[config.mk]
export PLATFORM = sky130hd
export DESIGN_NAME = rps_panel_rx
export DESIGN_NICKNAME = d
export VERILOG_FILES = /design/src/rps_pkg.sv /design/src/rps_panel_rx.sv
export SDC_FILE = /design/constraint.sdc
export NUM_CORES = 1
export LEC_CHECK = 0
export BUFFER_PORTS_ARGS = -buffer_cell sky130_fd_sc_hd__buf_2
export CORE_ASPECT_RATIO = 1.2
export CORE_MARGIN = 5
export CORE_UTILIZATION = 57
export DETAILED_ROUTE_END_ITERATION = 8
export PLACE_DENSITY = 0.84
export RECOVER_POWER = 25
export SETUP_SLACK_MARGIN = 0.1
export SYNTH_ARGS = -nofsm -noshare
export SYNTH_HDL_FRONTEND = slang
export SYNTH_SLANG_ARGS = --single-unit
export TNS_END_PERCENT = 30
[constraint.sdc]
create_clock -name sys_clk -period 2.6 [get_ports sys_clk]
set_input_delay 0.52 -clock sys_clk [delete_from_list [all_inputs] [get_ports sys_clk]]
set_output_delay 0.52 -clock sys_clk [all_outputs]
set_load 0.05 [all_outputs]
[src/rps_pkg.sv]
// Constants for the parallel RGB panel input timing block
package rps_pkg;
    localparam int unsigned H_ACTIVE = 320;
    localparam int unsigned V_ACTIVE = 240;
    localparam int unsigned H_FIXED_START = 72;
    localparam int unsigned V_START = 6;
    localparam int unsigned CHAN_W = 6;
    localparam int unsigned PIX_W = 3 * CHAN_W;
    localparam int unsigned COL_W = 9;
    localparam int unsigned ROW_W = 8;
    localparam int unsigned HCNT_W = 10;
    localparam int unsigned VCNT_W = 9;
    localparam logic [COL_W-1:0] COL_LAST = COL_W'(H_ACTIVE - 1);
    localparam logic [ROW_W-1:0] ROW_LAST = ROW_W'(V_ACTIVE - 1);
    localparam logic [HCNT_W-1:0] HCNT_HIT = HCNT_W'(H_FIXED_START - 1);
    localparam logic [HCNT_W-1:0] HCNT_MAX = {HCNT_W{1'b1}};
    localparam logic [VCNT_W-1:0] VCNT_MAX = {VCNT_W{1'b1}};
    localparam logic [VCNT_W-1:0] V_FIRST = VCNT_W'(V_START);
    localparam logic [VCNT_W-1:0] V_END = VCNT_W'(V_START + V_ACTIVE);
    // Bit positions inside the synchronised input vector
    localparam int unsigned SI_PCLK = PIX_W + 4;
    localparam int unsigned SI_HS = PIX_W + 3;
    localparam int unsigned SI_VS = PIX_W + 2;
    localparam int unsigned SI_STRB = PIX_W + 1;
    localparam int unsigned SI_INV = PIX_W;
    localparam int unsigned SI_W = PIX_W + 5;
endpackage

[src/rps_panel_rx.sv]
// Panel-side receiver for the 18-bit parallel RGB input with sync decode
//
// What this block does
// - Pixel at strobe rise lands in leftmost column, rest go right.
// - Each line shows exactly 320 pixel clocks of data, rest discarded.
// - Strobe low for a whole line and the one before: first pixel taken 72 clocks after hsync edge.
// - First visible line taken 6 lines after vertical sync edge.
// - Each frame shows exactly 240 consecutive lines.
// - Strobe plays no part in vertical position.
// - Scan invert high flips image horizontally and vertically.
// - Three 6-bit channels, 0 darkest, form one 18-bit pixel.
`timescale 1ns/100ps
module rps_panel_rx (
    // System
    input wire logic sys_clk,
    input wire logic sys_rst,
    // Panel input pins
    input wire logic pixel_clock,
    input wire logic hsync,
    input wire logic vsync,
    input wire logic line_valid_strobe,
    input wire logic scan_invert_select,
    input wire logic [rps_pkg::CHAN_W-1:0] red_bits,
    input wire logic [rps_pkg::CHAN_W-1:0] green_bits,
    input wire logic [rps_pkg::CHAN_W-1:0] blue_bits,
    // Pixel write towards the display array
    output logic pix_valid,
    output logic [rps_pkg::COL_W-1:0] pix_col,
    output logic [rps_pkg::ROW_W-1:0] pix_row,
    output logic [rps_pkg::CHAN_W-1:0] pix_red,
    output logic [rps_pkg::CHAN_W-1:0] pix_green,
    output logic [rps_pkg::CHAN_W-1:0] pix_blue
);
    // ------------------------------------------------------------
    // Input synchronisers
    // ------------------------------------------------------------
    logic [rps_pkg::SI_W-1:0] sync1_q;
    logic [rps_pkg::SI_W-1:0] sync2_q;
    logic pclk_prev_q;

    // Data and syncs share the clock's path delay, so the pixel
    // clock edge still sees settled data after two stages.
    always_ff @(posedge sys_clk) begin
        if (sys_rst) begin
            sync1_q <= '0;
            sync2_q <= '0;
            pclk_prev_q <= 1'b0;
        end else begin
            sync1_q <= {pixel_clock, hsync, vsync, line_valid_strobe,
                        scan_invert_select, red_bits, green_bits, blue_bits};
            sync2_q <= sync1_q;
            pclk_prev_q <= sync2_q[rps_pkg::SI_PCLK];
        end
    end

    logic tick;
    logic hs_s;
    logic vs_s;
    logic strb_s;
    logic inv_s;
    logic [rps_pkg::PIX_W-1:0] rgb_s;
    assign tick = sync2_q[rps_pkg::SI_PCLK] & ~pclk_prev_q;
    assign hs_s = sync2_q[rps_pkg::SI_HS];
    assign vs_s = sync2_q[rps_pkg::SI_VS];
    assign strb_s = sync2_q[rps_pkg::SI_STRB];
    assign inv_s = sync2_q[rps_pkg::SI_INV];
    assign rgb_s = sync2_q[rps_pkg::PIX_W-1:0];

    // ------------------------------------------------------------
    // Edge detection in pixel clock time
    // ------------------------------------------------------------
    logic hs_prev_q;
    logic vs_prev_q;
    logic strb_prev_q;
    logic hs_edge;
    logic vs_edge;
    logic strb_rise;

    always_ff @(posedge sys_clk) begin
        if (sys_rst) begin
            hs_prev_q <= 1'b0;
            vs_prev_q <= 1'b0;
            strb_prev_q <= 1'b0;
        end else if (tick) begin
            hs_prev_q <= hs_s;
            vs_prev_q <= vs_s;
            strb_prev_q <= strb_s;
        end
    end

    assign hs_edge = tick & hs_s & ~hs_prev_q;
    assign vs_edge = tick & vs_s & ~vs_prev_q;
    assign strb_rise = tick & strb_s & ~strb_prev_q;

    // ------------------------------------------------------------
    // Horizontal position
    // ------------------------------------------------------------
    logic [rps_pkg::HCNT_W-1:0] hcnt_q;
    logic strb_seen_q;
    logic strb_mode_q;

    always_ff @(posedge sys_clk) begin
        if (sys_rst) begin
            hcnt_q <= '0;
        end else if (hs_edge) begin
            hcnt_q <= '0;
        end else if (tick && hcnt_q != rps_pkg::HCNT_MAX) begin
            hcnt_q <= hcnt_q + rps_pkg::HCNT_W'(1);
        end
    end

    // Mode is decided per line from the previous line, so only the first
    // strobe line after a strobe-less one also gets the fixed-offset start.
    always_ff @(posedge sys_clk) begin
        if (sys_rst) begin
            strb_seen_q <= 1'b0;
            strb_mode_q <= 1'b0;
        end else if (hs_edge) begin
            strb_mode_q <= strb_seen_q | strb_s;
            strb_seen_q <= strb_s;
        end else if (tick && strb_s) begin
            strb_seen_q <= 1'b1;
        end
    end

    // ------------------------------------------------------------
    // Vertical position
    // ------------------------------------------------------------
    logic [rps_pkg::VCNT_W-1:0] vline_q;
    logic row_ok;

    always_ff @(posedge sys_clk) begin
        if (sys_rst) begin
            vline_q <= rps_pkg::VCNT_MAX;
        end else if (vs_edge) begin
            vline_q <= '0;
        end else if (hs_edge && vline_q != rps_pkg::VCNT_MAX) begin
            vline_q <= vline_q + rps_pkg::VCNT_W'(1);
        end
    end

    assign row_ok = (vline_q >= rps_pkg::V_FIRST)
                    && (vline_q < rps_pkg::V_END);

    // ------------------------------------------------------------
    // Pixel capture and placement
    // ------------------------------------------------------------
    logic start;
    logic active_q;
    logic [rps_pkg::COL_W-1:0] col_q;
    logic [rps_pkg::ROW_W-1:0] row_d;
    logic [rps_pkg::COL_W-1:0] col_d;
    logic take;

    assign start = row_ok && (strb_rise
        || (tick && !hs_edge && !strb_mode_q
            && hcnt_q == rps_pkg::HCNT_HIT));
    assign take = start
        || (tick && active_q && col_q != rps_pkg::COL_LAST);
    assign col_d = start ? '0 : col_q + rps_pkg::COL_W'(1);
    assign row_d = rps_pkg::ROW_W'(vline_q - rps_pkg::V_FIRST);

    always_ff @(posedge sys_clk) begin
        if (sys_rst) begin
            active_q <= 1'b0;
            col_q <= '0;
        end else if (take) begin
            active_q <= 1'b1;
            col_q <= col_d;
        end else if (tick && active_q) begin
            active_q <= 1'b0;
        end
    end

    // Output words: one full pixel per pixel clock, mirrored if asked
    always_ff @(posedge sys_clk) begin
        if (sys_rst) begin
            pix_valid <= 1'b0;
            pix_col <= '0;
            pix_row <= '0;
            pix_red <= '0;
            pix_green <= '0;
            pix_blue <= '0;
        end else begin
            pix_valid <= take;
            if (take) begin
                pix_col <= inv_s ? rps_pkg::COL_LAST - col_d
                                 : col_d;
                pix_row <= inv_s ? rps_pkg::ROW_LAST - row_d
                                 : row_d;
                {pix_red, pix_green, pix_blue} <= rgb_s;
            end
        end
    end
endmodule

**Yosys cells after proc, flatten, opt, wreduce, memory -nomap -nowiden**

Cells that the tools add are included.

- Add/subtract/negate cells: 6
- $lt $le $gt $ge: 2
- Eq/ne operators: 4
- Muxes and demuxes: 9
- Bitwise gates (word level): 12
- Reductions and logical operators: 18

Operators with widths:

| operator | count |
|---|---|
| 9-bit 2-to-1 mux | 4 |
| 9-bit by 1-bit adder with 9-bit output, second input constant | 2 |
| 9-bit != test, second input constant | 2 |
| 10-bit by 1-bit adder with 10-bit output, second input constant | 1 |
| 10-bit by 7-bit equality test with 1-bit output, second input constant | 1 |
| 1-bit logical AND | 10 |
| 10-bit != test, second input constant | 1 |
| 9-bit by 3-bit >= comparator with 1-bit output, second input constant | 1 |
| 9-bit by 8-bit less-than comparator with 1-bit output, second input constant | 1 |
| 9-bit subtractor, first input constant | 1 |
| 8-bit 2-to-1 mux | 1 |
| 8-bit by 3-bit subtractor with 8-bit output, second input constant | 1 |
| 8-bit subtractor, first input constant | 1 |
| 1-bit AND | 7 |
| 2-bit nonzero test | 3 |
| 1-bit 2-to-1 mux | 4 |
| 1-bit inverter | 4 |
| 1-bit logical NOT | 2 |
| 1-bit logical OR | 2 |
| 2-bit OR reduction | 1 |
| 1-bit OR | 1 |

- Flip-flop bits (word level): 117
- Input bits: 25

**Logic depth before layout (Yosys ltp)**

- Depth after elaboration: 13
- Mapped depth: 10

**Worst setup path before layout**

Ideal clock, no wire load.

- Path type: reg2reg
- Start point: register hcnt_q[9] (netlist bit)
- End point: register pix_col[7] (netlist bit)
- Setup time: 0.135 ns
- Arrival time: 2.196 ns
- Slack: 0.269 ns
- Cell stages (with the launch flop): 10
- Path buffers: 1
- Path through: dfxtp_1 -> or4_1 -> o41a_1 -> nor3_2 -> buf_2 -> nand2b_1 -> ha_1 -> nand2_1 -> o211a_1 -> nor3_1

- Longest elaborated chain between the ends: 7
- Elaborated cells on any way between the ends: 8
- Classes of those cells: 1 x add/sub; 1 x eq/ne; 2 x mux; 4 x reduce/logical

RTL lines:

| item | line | RTL |
|---|---|---|
| from (decl) | rps_panel_rx.sv:98 | `logic [rps_pkg::HCNT_W-1:0] hcnt_q;` |
| from (signal assigned) | rps_panel_rx.sv:108 | `hcnt_q <= hcnt_q + rps_pkg::HCNT_W'(1);` |
| 10-bit by 7-bit equality test with 1-bit output * | rps_panel_rx.sv:157 | `&& hcnt_q == rps_pkg::HCNT_HIT));` |
| 1-bit logical AND * | rps_panel_rx.sv:157 |  |
| 1-bit logical OR * | rps_panel_rx.sv:156 | `\|\| (tick && !hs_edge && !strb_mode_q` |
| 1-bit logical AND * | rps_panel_rx.sv:155 | `assign start = row_ok && (strb_rise` |
| 9-bit 2-to-1 mux | rps_panel_rx.sv:160 | `assign col_d = start ? '0 : col_q + rps_pkg::COL_W'(1);` |
| 9-bit subtractor | rps_panel_rx.sv:187 | `pix_col <= inv_s ? rps_pkg::COL_LAST - col_d` |
| 9-bit 2-to-1 mux | rps_panel_rx.sv:187 |  |
| to (signal assigned) | rps_panel_rx.sv:187 |  |
| to (decl) | rps_panel_rx.sv:28 | `output logic [rps_pkg::COL_W-1:0] pix_col,` |

Every way passes the cells marked *; elsewhere a longest branch is shown, timed or not.
A chain may end at the register's enable or synchronous reset.

**Worst setup path in the final report**

- Start point: register hcnt_q[7] (netlist bit)
- End point: register pix_col[8] (netlist bit)

The elaborated chain is that of the path after synthesis.

==> impl_results.md <==
* # resized after CTS at 1
* Post-DP HPWL at 6153 um
* DR WL/cell at around 14 um
* R2r startpoint: hcnt_q[7]
* EDFF count, synth at 0
* Gp weighted congestion at 0.8660
* Post-Route Skew at between 0.01 and 0.015 ns
* Total GRT Usage at just over 20%
* Synth cell types at 48
* CTS H-tree lvls at 4
* CTS Sinks at 116
* Max_slew headroom at 21.89%
* Post-synthesis compound-gate area fraction at 13.10%
* CP required at 2.99 ns
* Tcrit/Tclk final at 92.76%
* CP Capture Point: pix_col[8]
* Post-synth ARST share at 0%
* CP Max Fanout at 6
* Row count at 35
* Postcts setup bufs at 0
* Slew Viols, Final at 0
* Worst setup path class: register to register
* 1st-pass router iterations at 4
* Internal reg-to-reg setup slack at 0.19 ns
* Top_reg_cell synth: dfxtp_1
* Antenna violations before repair at 0
* CTS tree: built
* IO Port Bufs at 60
* NumNets Final at between 500 and 600
* Ys Warns at 0
* Hold Buf Count CTS at 0
* Largest net degree at the start of global routing at 67
* Post-layout min period at 2.412 ns
* Drt drc at 0
* Worst Setup End Kind: register
* Mux share of post-synthesis cell area at less than 1%
* Initial DRC Count at 184
* Worst Reg2Reg Path Length in Cells at 7
* Global-route wire length before repair at roughly 16000 um
* Synthesized area per cell at 9.259 um^2
* Pre-CTS setup slack at ~0.14 ns
* Worst VDD drop at 556.7 uV
* # setup viols final at 0
* Final core occ at 72.25%
* Status: completed
* Sequential fraction of the synthesis area at 50.67%
* Detailed Route WL at ~9600 um
* Vias in the first global route at 3653
* Post-synthesis xor/xnor area fraction at slightly below 7%
* Layout cell share with drive strength beyond 1 at 21.64%
* Initial Util at 59.13%
* F_max at 414.6 MHz
* DIE AREA at 9941 um^2
* Clk buf depth at 2
* Final setup margin at between 0.15 and 0.2 ns
* IO Pins at just over 60
* Final hold vios at 0
* N_diodes at 0
* Worst-Skew Late Latency at roughly 0.52 ns
* Via density at roughly 5.5
* Worst-Margin Slew at 1.172 ns
* Chip width at 91.86 um
* Hold WC Path Type: primary input to register
* Synth Area in Adders at under 10%
* PwrDens at between 700 and 800 nW/um^2
* Antenna viol nets, final at 0
* Reg-to-Reg End: pix_col[8]
* CTS buffer count at 17
* Global route total overflow at 0
* Root Buffer Master: clkbuf_8
* CTS clk-pin slew, worst paths at 0.06 ns
* TNS Setup at 0 ns
* Largest family of logic cells by synthesized area: simple AND/OR/NAND/NOR gates
* Syn Inst Count at 495
* CP Launch Point: hcnt_q[7]
* Simple-Gate Fraction of Synth Area at 23.75%
* Static Leak at 2.161 nW
* Vias post-DR at 3664
* Critical Path AT at 2.80 ns
* DIE HEIGHT at 108.2 um
* Area growth syn-to-layout at 22.19%
* Critical path launch point type: register
* Cell area after synthesis at 4583 um^2
* Max Cap Violations at 0
* Area of the core at 7751 um^2
* #FFs+latches synth at 116
* RSZ-0062 raised after global routing: true
* Syn Nets at between 500 and 600
## metrics by stage
| step | instance area (um^2) | hold WS [ns] | instances | power, mW |
|---|---|---|---|---|
| after global routing | 5600 | 0.1960 | 665 | 4.293 |
| after detailed placement | 5019 | 0.4231 | 633 | 1.993 |
| after global placement | 5019 | 0.4146 | 633 | 1.986 |
| after CTS | 5598 | 0.1906 | 665 | 4.186 |
| after floorplan | 4583 | 0.4138 | 495 | 1.952 |
| final | 5600 | 0.2038 | 665 | 4.151 |
## worst min-delay path by stage
stage,slack [ns],end,from,cells past startpoint
after global placement,0.41,sync2_q[4],sync1_q[4],1
after global routing,0.20,sync1_q[11],green_bits[5],2
final,0.20,sync1_q[6],green_bits[0],2
after detailed placement,0.42,sync2_q[1],sync1_q[1],1
after CTS,0.19,sync1_q[6],green_bits[0],2
after floorplan,0.41,sync2_q[0],sync1_q[0],1
## area by class of cell
| type | instances | area [um^2] |
|---|---|---|
| clock inverters | 14 | 143.9 |
| well taps | 92 | 115.1 |
| fillers | 552 | 2151 |
| repair buffers | 76 | 429.2 |
| multi-input cells | 347 | 2155 |
| inverters | 2 | 7.507 |
| clock buffers | 18 | 427.9 |
| flip-flops and latches | 116 | 2322 |
## cells in the mapped netlist (8+ instances only)
| cell type | instances | area, um^2 |
|---|---|---|
| a21oi_1 | 36 | 180.2 |
| buf_2 | 9 | 45.04 |
| clkbuf_1 | 17 | 63.81 |
| dfxtp_1 | 116 | 2322 |
| nand2_1 | 75 | 281.5 |
| nor2_1 | 35 | 131.4 |
| nor2b_1 | 50 | 312.8 |
| nor3_1 | 8 | 40.04 |
| o21bai_1 | 9 | 67.56 |
| or3_1 | 8 | 50.05 |
| xnor2_1 | 18 | 157.7 |
| xor2_1 | 18 | 157.7 |
## state kept, by name (all words and copies together) (netlist names)
signal	cells
active_q	1
col_q	9
hcnt_q	10
hs_prev_q	1
pclk_prev_q	1
pix_blue	6
pix_col	8
pix_green	6
pix_red	6
pix_row	8
pix_valid	1
strb_mode_q	1
strb_prev_q	1
strb_seen_q	1
sync1_q	23
sync2_q	23
vline_q	9
vs_prev_q	1
## cell usage in the layout (no fill, tap or decap), types with 3 or more instances in the layout
| master | n |
|---|---|
| nand4_1 | 7 |
| clkbuf_16 | 16 |
| nor2b_1 | 50 |
| or3_1 | 8 |
| nand3_1 | 7 |
| clkinvlp_4 | 4 |
| nor3_1 | 8 |
| nand2b_1 | 6 |
| a311oi_2 | 5 |
| and2_1 | 5 |
| or2_2 | 3 |
| xnor2_1 | 18 |
| xor2_1 | 18 |
| nand2_1 | 75 |
| inv_6 | 4 |
| o211ai_1 | 3 |
| a21oi_1 | 36 |
| o21bai_1 | 9 |
| nor2_1 | 35 |
| mux2i_1 | 3 |
| buf_2 | 59 |
| clkinv_4 | 3 |
| o21ai_0 | 7 |
| ha_1 | 7 |
| a211oi_1 | 6 |
| buf_4 | 14 |
| o31a_1 | 3 |
| dfxtp_1 | 116 |
## layer usage
layer / vias up / global-route usage (%) / part of all wire (%)
met3: 24 / 6.263 / 5.0
li1: 1801 / - / -
met4: 0 / 9.979 / 3.0
met1: 1722 / 22.21 / 40
met2: 117 / 36.06 / 52
met5: - / 0 / 0
## report_power, final
| group | switching, mW | internal, mW |
|---|---|---|
| Sequential | 0.0185 | 1.82 |
| Clock | 0.879 | 1.32 |
| Combinational | 0.0639 | 0.0553 |
## logic make-up (layout without fill, tap and decap cells)
family,after synthesis,count (layout)
AND/OR/NAND/NOR,217,217
adder cells (fa/ha/maj),7,7
buffers and inverters,32,110
flip-flops,116,116
XOR/XNOR,36,36
AO/OA/AOI/OAI,84,84
multiplexers,3,3
## critical path, stage by stage, from the launching register on
cell and delay [ns]:
dfxtp_1 0.36, or4_1 0.54, o41a_1 0.51, o32ai_4 0.29, ha_1 0.22, and2_1 0.14, o31a_1 0.13, o32ai_1 0.09
Power figures use the tool's default switching activity.
